===== src/logic/ectr_consts.vh =====
// register offsets, field positions, reset values and scale constants for the tuning bank
// assumes word-aligned apb access; offsets are register indices, byte address is index * 4
`ifndef ECTR_CONSTS_VH
`define ECTR_CONSTS_VH
`define ECTR_IDX_A_CONV 8'h09
`define ECTR_IDX_A_NOISE 8'h0a
`define ECTR_IDX_A_CTRL 8'h08
`define ECTR_IDX_B_CTRL 8'h28
`define ECTR_IDX_B_CONV 8'h29
`define ECTR_IDX_B_NOISE 8'h2a
`define ECTR_IDX_A_STAT 8'h0b
`define ECTR_IDX_B_STAT 8'h2b
`define ECTR_RST_CONV 8'h54
`define ECTR_RST_NOISE 8'h16
`define ECTR_RST_CTRL 8'h00
`define ECTR_CONV_MASK 8'h7c
`define ECTR_BIT_SEL 0
`define ECTR_BIT_DET 1
`define ECTR_BIT_CLR 2
`define ECTR_DUR_LSB 4
`define ECTR_SLOW_LSB 2
`define ECTR_FAST_UNIT 16'h0400
`endif


===== src/logic/ectr_chan.v =====
// one canceller's tuning state: fast-convergence timer, adaptation step and noise gain
// assumes path_change is a one-cycle pulse on pclk and tick is a one-cycle enable
`include "ectr_consts.vh"
module ectr_chan #(
   parameter CNT_W = 16
) (
   input wire pclk,
   input wire presetn,
   input wire tick,
   input wire [7:0] conv,
   input wire [7:0] ctrl,
   input wire [7:0] noise_scale,
   input wire path_change,
   input wire [15:0] noise_in,
   output reg fast_mode,
   output reg estimate_clear,
   output reg [3:0] adapt_shift,
   output reg [23:0] noise_out
);
   reg [CNT_W-1:0] fast_cnt;
   wire [2:0] dur = conv[`ECTR_DUR_LSB+2:`ECTR_DUR_LSB];
   wire [1:0] slow = conv[`ECTR_SLOW_LSB+1:`ECTR_SLOW_LSB];
   wire restart = path_change & ctrl[`ECTR_BIT_DET];
   always @(posedge pclk or negedge presetn) begin
      if (!presetn) begin
         fast_cnt <= {CNT_W{1'b0}};
         fast_mode <= 1'b0;
         estimate_clear <= 1'b0;
         adapt_shift <= 4'h0;
         noise_out <= 24'h00_0000;
      end else begin
         // restart wins over expiry so a detection is never lost
         if (restart) begin
            fast_cnt <= dur * `ECTR_FAST_UNIT;
            fast_mode <= (dur != 3'h0);
         end else if (tick && fast_mode) begin
            fast_cnt <= fast_cnt - 1'b1;
            if (fast_cnt <= 1) begin
               fast_mode <= 1'b0;
            end
         end
         estimate_clear <= restart & ctrl[`ECTR_BIT_CLR];
         // step is divided by 2**slow; fast mode uses the full step
         adapt_shift <= fast_mode ? 4'h0 : {2'b00, slow};
         // unsigned product: larger scale never gives a smaller level
         noise_out <= noise_in * noise_scale;
      end
   end
endmodule // ectr_chan


===== src/logic/ectr_top.v =====
// apb register bank for both cancellers and their tuning logic
// assumes a 50 MHz pclk from the apb fabric; path-change pulses come from pclk-domain logic
//
// How it works
// - nonzero slowdown value divides adaptation speed by two to that power, except in fast mode, which uses the full step.
// - comfort noise is scaled by the 8-bit noise scale register.
// - larger noise scale value gives a monotonically non-decreasing comfort noise level.
// - noise scale registers reset to 16 hex.
// - canceller b convergence control decodes at base plus a4 hex (register index 29 hex).
//
// Local design decision: the APB slave port.
`include "ectr_consts.vh"
module ectr_top #(
   parameter CNT_W = 16,
   parameter TICK_DIV = 16'd50
) (
   input wire pclk,
   input wire presetn,
   input wire psel,
   input wire penable,
   input wire pwrite,
   input wire [11:0] paddr,
   input wire [31:0] pwdata,
   output reg [31:0] prdata,
   output reg pready,
   output reg pslverr,
   input wire path_change_a,
   input wire path_change_b,
   input wire [15:0] noise_in_a,
   input wire [15:0] noise_in_b,
   output reg suppressor_variant_a,
   output reg suppressor_variant_b,
   output wire fast_mode_a,
   output wire fast_mode_b,
   output wire estimate_clear_a,
   output wire estimate_clear_b,
   output wire [3:0] adapt_shift_a,
   output wire [3:0] adapt_shift_b,
   output wire [23:0] noise_out_a,
   output wire [23:0] noise_out_b
);
   reg [7:0] conv_a;
   reg [7:0] conv_b;
   reg [7:0] noise_a;
   reg [7:0] noise_b;
   reg [7:0] ctrl_a;
   reg [7:0] ctrl_b;
   reg [15:0] div_cnt;
   reg tick;
   reg [7:0] rd_val;
   reg rd_ok;
   wire [9:0] idx = paddr[11:2];
   wire access = psel & penable;
   wire wr = access & pwrite;

   function hit;
      input [9:0] i;
      input [7:0] r;
      begin
         hit = (i == {2'b00, r});
      end
   endfunction

   // one-microsecond enable at 50 MHz for the fast-convergence timers
   always @(posedge pclk or negedge presetn) begin
      if (!presetn) begin
         div_cnt <= 16'h0000;
         tick <= 1'b0;
      end else begin
         tick <= (div_cnt == TICK_DIV - 1'b1);
         div_cnt <= (div_cnt == TICK_DIV - 1'b1) ? 16'h0000 : div_cnt + 1'b1;
      end
   end

   always @* begin
      rd_ok = 1'b1;
      rd_val = 8'h00;
      if (hit(idx, `ECTR_IDX_A_CONV)) begin
         rd_val = conv_a;
      end else if (hit(idx, `ECTR_IDX_B_CONV)) begin
         rd_val = conv_b;
      end else if (hit(idx, `ECTR_IDX_A_NOISE)) begin
         rd_val = noise_a;
      end else if (hit(idx, `ECTR_IDX_B_NOISE)) begin
         rd_val = noise_b;
      end else if (hit(idx, `ECTR_IDX_A_CTRL)) begin
         rd_val = ctrl_a;
      end else if (hit(idx, `ECTR_IDX_B_CTRL)) begin
         rd_val = ctrl_b;
      end else if (hit(idx, `ECTR_IDX_A_STAT)) begin
         rd_val = {5'h00, estimate_clear_a, adapt_shift_a != 4'h0, fast_mode_a};
      end else if (hit(idx, `ECTR_IDX_B_STAT)) begin
         rd_val = {5'h00, estimate_clear_b, adapt_shift_b != 4'h0, fast_mode_b};
      end else begin
         rd_ok = 1'b0;
      end
   end

   // zero-wait slave: pready rises in the access phase, registered from the setup cycle
   always @(posedge pclk or negedge presetn) begin
      if (!presetn) begin
         conv_a <= `ECTR_RST_CONV;
         conv_b <= `ECTR_RST_CONV;
         noise_a <= `ECTR_RST_NOISE;
         noise_b <= `ECTR_RST_NOISE;
         ctrl_a <= `ECTR_RST_CTRL;
         ctrl_b <= `ECTR_RST_CTRL;
         prdata <= 32'h0000_0000;
         pready <= 1'b0;
         pslverr <= 1'b0;
         suppressor_variant_a <= 1'b0;
         suppressor_variant_b <= 1'b0;
      end else begin
         pready <= psel & ~penable;
         pslverr <= psel & ~penable & ~rd_ok;
         prdata <= (psel & ~penable & ~pwrite) ? {24'h00_0000, rd_val} : 32'h0000_0000;
         if (wr && pready && rd_ok) begin
            // must-be-zero bits are forced so the field decode stays clean
            if (hit(idx, `ECTR_IDX_A_CONV)) conv_a <= pwdata[7:0] & `ECTR_CONV_MASK;
            if (hit(idx, `ECTR_IDX_B_CONV)) conv_b <= pwdata[7:0] & `ECTR_CONV_MASK;
            if (hit(idx, `ECTR_IDX_A_NOISE)) noise_a <= pwdata[7:0];
            if (hit(idx, `ECTR_IDX_B_NOISE)) noise_b <= pwdata[7:0];
            if (hit(idx, `ECTR_IDX_A_CTRL)) ctrl_a <= pwdata[7:0] & 8'h07;
            if (hit(idx, `ECTR_IDX_B_CTRL)) ctrl_b <= pwdata[7:0] & 8'h07;
         end
         suppressor_variant_a <= ctrl_a[`ECTR_BIT_SEL];
         suppressor_variant_b <= ctrl_b[`ECTR_BIT_SEL];
      end
   end

   ectr_chan #(.CNT_W(CNT_W)) u_chan_a (
      .pclk(pclk),
      .presetn(presetn),
      .tick(tick),
      .conv(conv_a),
      .ctrl(ctrl_a),
      .noise_scale(noise_a),
      .path_change(path_change_a),
      .noise_in(noise_in_a),
      .fast_mode(fast_mode_a),
      .estimate_clear(estimate_clear_a),
      .adapt_shift(adapt_shift_a),
      .noise_out(noise_out_a)
   );

   ectr_chan #(.CNT_W(CNT_W)) u_chan_b (
      .pclk(pclk),
      .presetn(presetn),
      .tick(tick),
      .conv(conv_b),
      .ctrl(ctrl_b),
      .noise_scale(noise_b),
      .path_change(path_change_b),
      .noise_in(noise_in_b),
      .fast_mode(fast_mode_b),
      .estimate_clear(estimate_clear_b),
      .adapt_shift(adapt_shift_b),
      .noise_out(noise_out_b)
   );
endmodule // ectr_top


===== config.mk =====
export PLATFORM = sky130hd
export DESIGN_NAME = ectr_top
export DESIGN_NICKNAME = d
export VERILOG_FILES = /design/src/logic/ectr_chan.v /design/src/logic/ectr_top.v
export VERILOG_INCLUDE_DIRS = /design/src /design/src/logic
export SDC_FILE = /design/constraint.sdc
export NUM_CORES = 1
export LEC_CHECK = 0
export CAP_MARGIN = 25
export CORE_ASPECT_RATIO = 0.8
export CORE_UTILIZATION = 40
export CTS_BUF_LIST = sky130_fd_sc_hd__clkbuf_2
export DETAILED_ROUTE_END_ITERATION = 16
export DONT_BUFFER_PORTS = 1
export GPL_TIMING_DRIVEN = 0
export MAX_ROUTING_LAYER = met4
export SLEW_MARGIN = 20
export SYNTH_ARGS = -nofsm -noshare
export SYNTH_HDL_FRONTEND = slang
export SYNTH_SLANG_ARGS = --single-unit

===== constraint.sdc =====
create_clock -name pclk -period 9.3 [get_ports pclk]
set_clock_uncertainty 0.2 [all_clocks]
set_input_delay 1.395 -clock pclk [delete_from_list [all_inputs] [get_ports pclk]]
set_output_delay 1.395 -clock pclk [all_outputs]
set_load 0.01 [all_outputs]

==> results of run 1 <==
==> registers in the layout, summed over array words and instances, names as in the netlist <==
signal	flops
u_chan_b.fast_mode	1
prdata	8
tick	1
ctrl_b	3
u_chan_b.estimate_clear	1
conv_a	5
noise_a	8
ctrl_a	3
u_chan_a.noise_out	24
pready	1
u_chan_a.estimate_clear	1
suppressor_variant_b	1
u_chan_b.noise_out	24
conv_b	5
u_chan_b.adapt_shift	2
div_cnt	16
u_chan_a.fast_cnt	16
noise_b	8
suppressor_variant_a	1
u_chan_a.fast_mode	1
u_chan_b.fast_cnt	16
u_chan_a.adapt_shift	2
pslverr	1
==> cell families after synthesis <==
family          Yosys count  synth area share [%]
other cells               1               0.02666
fa+ha+maj               262                 32.27
simple gates            481                 18.95
compound gates          126                 5.737
xor+xnor                 76                 4.732
flops                   149                 26.61
mux                      47                 3.931
buf+inv                 256                 7.747
==> cell usage in the layout (no fill, tap or decap), types with 25 or more instances in the layout <==
master and instances:
and2_1 214, inv_1 199, fa_1 168, dfrtp_1 137, ha_1 94, nand2_1 90
nor2_1 68, xnor2_1 54, a21oi_1 39, mux2_2 34, o21ai_0 30, buf_4 28
conb_1 28, clkbuf_1 25
==> metal layers <==
| metal | part of all wire [%] | up-vias | global-route usage [%] |
|---|---|---|---|
| li1 | - | 4496 | - |
| met1 | 47 | 4767 | 25.79 |
| met5 | 0 | - | - |
| met2 | 46 | 191 | 29.76 |
| met4 | 1.7 | 0 | 4.348 |
| met3 | 5.9 | 27 | 5.163 |
==> critical path, cell delays in order, from the launching register on <==
cell	delay, ns
dfstp_2	0.70
clkbuf_1	0.41
nand2_1	0.15
fa_1	0.52
fa_1	0.54
inv_1	0.05
fa_1	0.48
inv_1	0.06
fa_1	0.48
inv_1	0.04
ha_1	0.33
o21a_1	0.15
o31a_1	0.20
o32ai_2	0.14
o31ai_1	0.63
o2bb2ai_2	0.17
mux2i_1	0.15
a211oi_1	0.30
==> what timing repair did <==
item | CTS | global route
hold buffers | 1 | 0
hold endpoints to repair | 137 | 0
resized for setup | 0 | 0
==> power groups by stage <==
stage | Clock (uW) | Combinational, uW | Sequential [uW]
after floorplan | 0 | 23.3 | 666
after global placement | 0 | 25.3 | 666
after detailed placement | 0 | 25.6 | 666
after CTS | 441 | 39.7 | 656
after global routing | 467 | 44.5 | 657
final | 417 | 38.7 | 656
==> per-stage QoR <==
step                      utilization (%)  instance area, um2  power [uW]  hold slack, ns  setup WS (ns)
after detailed placement            42.59               14760       691.8          0.1938          3.165
after floorplan                         -               14170       689.0          0.1681          3.833
after CTS                           43.45               15050        1137         0.06154          3.377
after global routing                43.48               15070        1169         0.02098          3.181
after global placement              42.59               14760       691.5          0.2037          3.190
final                               43.48               15070        1112          0.1745          3.500
==> area by class of cell <==
| type | instances | area [um2] | area share [%] |
|---|---|---|---|
| Clock buffer | 17 | 85.08 | 0.5647 |
| Antenna cell | 5 | 12.51 | 0.08304 |
| Sequential cell | 149 | 3744 | 24.85 |
| Tap cell | 472 | 590.6 | 3.920 |
| Multi-Input combinational cell | 1020 | 9335 | 61.96 |
| Timing Repair Buffer | 1 | 27.53 | 0.1827 |
| Buffer | 57 | 342.8 | 2.275 |
| Inverter | 199 | 747.0 | 4.958 |
| Clock inverter | 15 | 182.7 | 1.212 |
==> worst min-delay path by stage <==
stage,start,to,cells past startpoint
6_report,presetn,noise_a[4],0
5_1_grt,presetn,noise_a[4],0
4_1_cts,presetn,noise_a[4],0
3_5_place_dp,ctrl_b[0],suppressor_variant_b,0
3_3_place_gp,ctrl_b[0],suppressor_variant_b,0
2_1_floorplan,ctrl_a[0],suppressor_variant_a,0
==> results.md, run 1 <==
* Startpoint Class: flip-flop
* Postcts setup bufs at 0
* Hold Violations, Final at 0
* Setup tns final at 0 ns
* Layout Cells excl Fill at about 1,900
* 1st-iter DRT viols at 457
* DIE HEIGHT at ~170 um
* Worst setup EP type: flip-flop
* CP endpoint: u_chan_b.noise_out[23]
* Post-Route WL at around 32 mm
* Crit. Startpoint: noise_b[2]
* Area leader, netlist: dfrtp_1
* Vias at roughly 9,500
* Post-detail-place hpwl at 24.84 mm
* Flop2flop setup slack at 3.50 ns
* Max Fclk at approximately 170 MHz
* Pin count of the biggest net entering global routing at 138
* RR Endpoint: u_chan_b.noise_out[23]
* Die Width at 211.7 um
* Period utilization at a little over 60%
* Final net count at approximately 1,800
* Share of Yosys cell area claimed by the top area cell type at between 20% and 30%
* NetSw at 328.6 uW
* Reg power frac at 59.0%
* Number of global-route vias before repair at 9,870
* Commonest cells in the synthesized netlist: and2_1, inv_1, fa_1, dfrtp_1, ha_1
* Top-count cell post-synth: and2_1
* Share of cells above drive strength 1 at under 10%
* CTS Buffer Depth at 2
* Fill cells at approximately 3,400
* Routability cong. at 0.8539
* I/O Buffers at 0
* Period minus WS final at 5.800 ns
* Synth Cell Area at 0.01407 mm2
* Post-synth ARST share at 100.0%
* Clock power share at 37.5%
* Hold Path Class: in -> async
* CTS Root Cell: clkbuf_2
* Final setup fails at 0
* Largest cells by area after synthesis: dfrtp_1, fa_1, and2_1
* Gr ovfl total at 0
* Die ar. at 0.03593 mm2
* Initial Utilization at 40.60%
* Worst R2R Start: noise_b[2]
* DR WL/cell at 16.44 um
* Number of flops mapped to enable cells by yosys at 0
* Sw Ratio at between 20 and 30%
* Synthesis-to-layout area growth at 7.107%
* Global-route wire length before repair at 52.34 mm
* Initial antenna violation count at 2
* Syn Area/Cell at 10.06 um2
* Worst Setup Path Type: reg -> reg
* Pint at 783.8 uW
* Synthesis-stage register bit count at around 150
* YS warnings at 0
* # Max-Cap Violations at 0
* Boundary pin count at 179
* Placed cells at between 1,500 and 2,000
* Worst-path clk slew at 0.30 ns
* First-pass iteration count of the detailed router at 11
* Slew at the pin closest to its max-slew limit at 0.7231 ns
* Number of CTS-inserted buffers at 17
* Drc violations at 2
* Syn Inst Count at between 1,000 and 1,500
* Crit path required time at 9.80 ns
* CP Data Arrival Time at about 6.3 ns
* Clk sinks at ~150
* Vias per cell at 4.900
* VDD IR-drop max at 0.05816 mV
* CP max FO at 10
* Slew HR at 51.79%
* Post-synth top flop: dfrtp_1
* Max H-tree Level at 4
* Overall routing resource usage at between 10% and 20%
* FP Rows at approximately 60
* Failing checks: DRC
* Core area at 0.03465 mm2
* Post-synthesis sequential area ratio at 26.61%
* Post-DRT Antenna Nets at 0
* Cell depth of the worst flop-to-flop path at 17
* Unique masters post-synth at between 70 and 80
* Clock Latency Late Sink at 0.81 ns
* RSZ-0062 raised after global routing: false
* PD cells at 73.83 mW/mm2
* Comb power frac at 3.5%
* Slew Viols, Final at 0
* Pleak at approximately 0.0077 uW
* CTS tree: built
* Outcome: complete, but fails checks
Power figures use the tool's default switching activity.
==> inputs of run 2 (changes only) <==
==> constraint.sdc (replaced) <==
create_clock -name pclk -period 5.2 [get_ports pclk]
set_clock_uncertainty 0.2 [all_clocks]
set_input_delay 0.78 -clock pclk [delete_from_list [all_inputs] [get_ports pclk]]
set_output_delay 0.78 -clock pclk [all_outputs]
set_load 0.01 [all_outputs]
==> run 2 against run 1 <==
Net effect: the flow now finishes without violations; critical path depth did not move; core utilization rose by 1.0 points; final cell count rose by 1.0%; routed wire length fell by 0.63%; flip-flop and latch count unchanged; sequential power rose by 78%; critical path type unchanged; critical endpoint is now u_chan_a.noise_out[22]; largest cell class unchanged.
==> results.md, run 2 (synthesis gave the netlist of run 1 again) <==
* Outcome: finished clean
* Vias at 9,527 (+0.49%)
* VDD IR-drop max at 0.1044 mV (+80%)
* Slew at the pin closest to its max-slew limit at 0.7604 ns (+0.03725 ns)
* Boundary pin count at 179 (unchanged)
* Fill cells at 3,361 (-1.0%)
* Final net count at 1,810 (+1.1%)
* Layout Cells excl Fill at 1,955 (+1.0%)
* Routability cong. at 0.8539 (unchanged)
* HP Start: paddr[11]
* CP Data Arrival Time at 5.60 ns (-0.70 ns)
* DR WL met2 at 14.71 mm (+0.95%)
* Multi-input gate area at 0.009412 mm2 (+0.82%)
* Clk sinks at 149 (unchanged)
* Post-detail-place hpwl at 24.84 mm (unchanged)
* Most frequent cells in the layout: and2_1, inv_1, fa_1
* Comb power frac at 4.4% (+0.9 points)
* Slew Viols, Final at 0 (unchanged)
* Final setup fails at 0 (unchanged)
* Clock power share at 37.2% (-0.3 points)
* Overall routing resource usage at 19.30% (-0.16 points)
* Cell depth of the worst flop-to-flop path at 17 (unchanged)
* Clock Latency Late Sink at 0.81 ns (about the same)
* Worst setup EP type: flip-flop
* Die ar. at 0.03593 mm2 (unchanged)
* Sequential standard cell area at 0.003765 mm2 (+0.57%)
* Pin count of the biggest net entering global routing at 150 (+8.7%)
* Placed inst area at 0.01476 mm2 (unchanged)
* Flop2flop setup slack at 0.13 ns (-3.37 ns)
* Commonest non-fill, non-tap cell in the layout: and2_1
* Worst Setup Path Type: reg -> reg
* Period minus WS final at 5.067 ns (-0.7330 ns)
* Core area at 0.03465 mm2 (unchanged)
* Post-Route WL at 31.61 mm (-0.63%)
* Startpoint Class: flip-flop
* Setup ws final at 0.1331 ns (-3.367 ns)
* Synthesis-to-layout area growth at 9.686%
* Initial antenna violation count at 6 (+4)
* Hold Violations, Final at 0 (unchanged)
* Slew HR at 49.31% (-2.5 points)
* Global-route wire length before repair at 52.14 mm (-0.40%)
* Initial Utilization at 40.60% (unchanged)
* RR Endpoint: u_chan_a.noise_out[22]
* Pleak at 0.007883 uW (+1.8%)
* Util after Layout at 44.53% (+1.0 points)
* DR top layer: met4
* WHS Endpoint: prdata[2]
* CTS tree: built
* FP Rows at 61 (unchanged)
* DR WL/cell at 16.17 um (-1.6%)
* Period utilization at 97.44% (+35 points)
* Max Fclk at 197.4 MHz (+14%)
* Gr ovfl total at 0 (unchanged)
* Metal3 WL at 1.771 mm (-5.1%)
* Crit path required time at 5.73 ns (-4.07 ns)
* PD cells at 130.2 mW/mm2 (+76%)
* First-pass iteration count of the detailed router at 5 (-6)
* DIE HEIGHT at 169.7 um (unchanged)
* Setup tns final at 0 ns (unchanged)
* Worst-path clk slew at 0.29 ns (about the same)
* Vias per cell at 4.873 (-0.54%)
* Sw Ratio at 29.71% (+0.17 points)
* Placed cells at 1,897 (unchanged)
* Pint at 1412 uW (+80%)
* Post-route cell area at 0.01543 mm2 (+2.4%)
* Drc violations at 0 (-2)
* Worst R2R Start: noise_a[6]
* Hold Path Class: in -> reg
* CTS Buffer Depth at 2 (unchanged)
* Share of cells above drive strength 1 at 10.89% (+2.0 points)
* M1 wire length at 14.70 mm (-0.96%)
* Number of CTS-inserted buffers at 17 (unchanged)
* 1st-iter DRT viols at 467 (+2.2%)
* NetSw at 596.7 uW (+82%)
* Max H-tree Level at 4 (unchanged)
* I/O Buffers at 0 (unchanged)
* Number of global-route vias before repair at 9,972 (+1.0%)
* Post-DRT Antenna Nets at 0 (unchanged)
* Hold path depth at 3
* CP max FO at 10 (unchanged)
* Setup WS pre-CTS at -0.6677 ns (-3.833 ns)
* CTS Root Cell: clkbuf_2
* RSZ-0062 raised after global routing: true
* Reg power frac at 58.4% (-0.6 points)
* Largest regs: u_chan_a.noise_out x24, u_chan_b.noise_out x24
* Die Width at 211.7 um (unchanged)
* # Max-Cap Violations at 0 (unchanged)
## run 2: routing by layer
metal	global-route usage, %	vias up
met2	29.86	174
met3	4.996	20
met4	4.159	0
met5	-	-
li1	-	4543
met1	25.42	4790
## run 2: worst max path at each step
stage	endpoint	cells past startpoint	from	slack, ns
6_report	u_chan_a.noise_out[22]	17	noise_a[6]	0.13
5_1_grt	u_chan_a.noise_out[22]	17	noise_a[6]	-0.06
4_1_cts	u_chan_a.noise_out[22]	17	noise_a[6]	0.001
3_5_place_dp	u_chan_b.noise_out[23]	17	noise_b[2]	-0.67
3_3_place_gp	u_chan_b.noise_out[23]	17	noise_b[2]	-0.63
2_1_floorplan	u_chan_b.noise_out[23]	17	noise_b[2]	0.32
## run 2: power by group through the flow
stage	registers [uW]	clock network (uW)	logic, uW
after floorplan	1190	0	41.7
after global placement	1190	0	45.2
after detailed placement	1190	0	45.7
after CTS	1170	789	90.4
after global routing	1180	833	100
final	1170	746	88.6
## run 2: critical path, stage by stage (launching register included)
cell,delay (ns)
dfrtp_2,0.55
clkbuf_2,0.23
and2_1,0.19
fa_1,0.50
inv_1,0.05
fa_1,0.47
inv_1,0.05
fa_1,0.49
inv_1,0.05
fa_1,0.47
inv_1,0.04
ha_1,0.33
and4_1,0.32
o2111a_1,0.21
nand3b_1,0.24
o31ai_2,0.31
o21ai_0,0.15
xor2_1,0.16
## run 2: cell type report
| cell class | count | area share (%) |
|---|---|---|
| antenna | 5 | 0.08109 |
| clock buffer | 17 | 0.5514 |
| clock inverter | 15 | 1.184 |
| tap | 472 | 3.827 |
| buffer | 45 | 1.979 |
| multi-input combinational | 1020 | 61.00 |
| inverter | 199 | 4.841 |
| timing repair buffer | 33 | 2.141 |
| sequential | 149 | 24.40 |
## run 2: timing repair
action                                  4_1_cts  5_1_grt
endpoints found under the hold margin       191        0
resized for setup                            15       19
hold buffers                                 22        0
pin swaps                                     1        3
setup buffers                                 1       10
endpoints found under the setup margin       20       15
## run 2: stage by stage
stage                     hold slack, ns  power, uW
after floorplan                   0.1681       1232
after global placement            0.2037       1237
after detailed placement          0.1938       1237
after CTS                        0.01853       2054
after global routing            0.003704       2109
final                             0.1243       2008
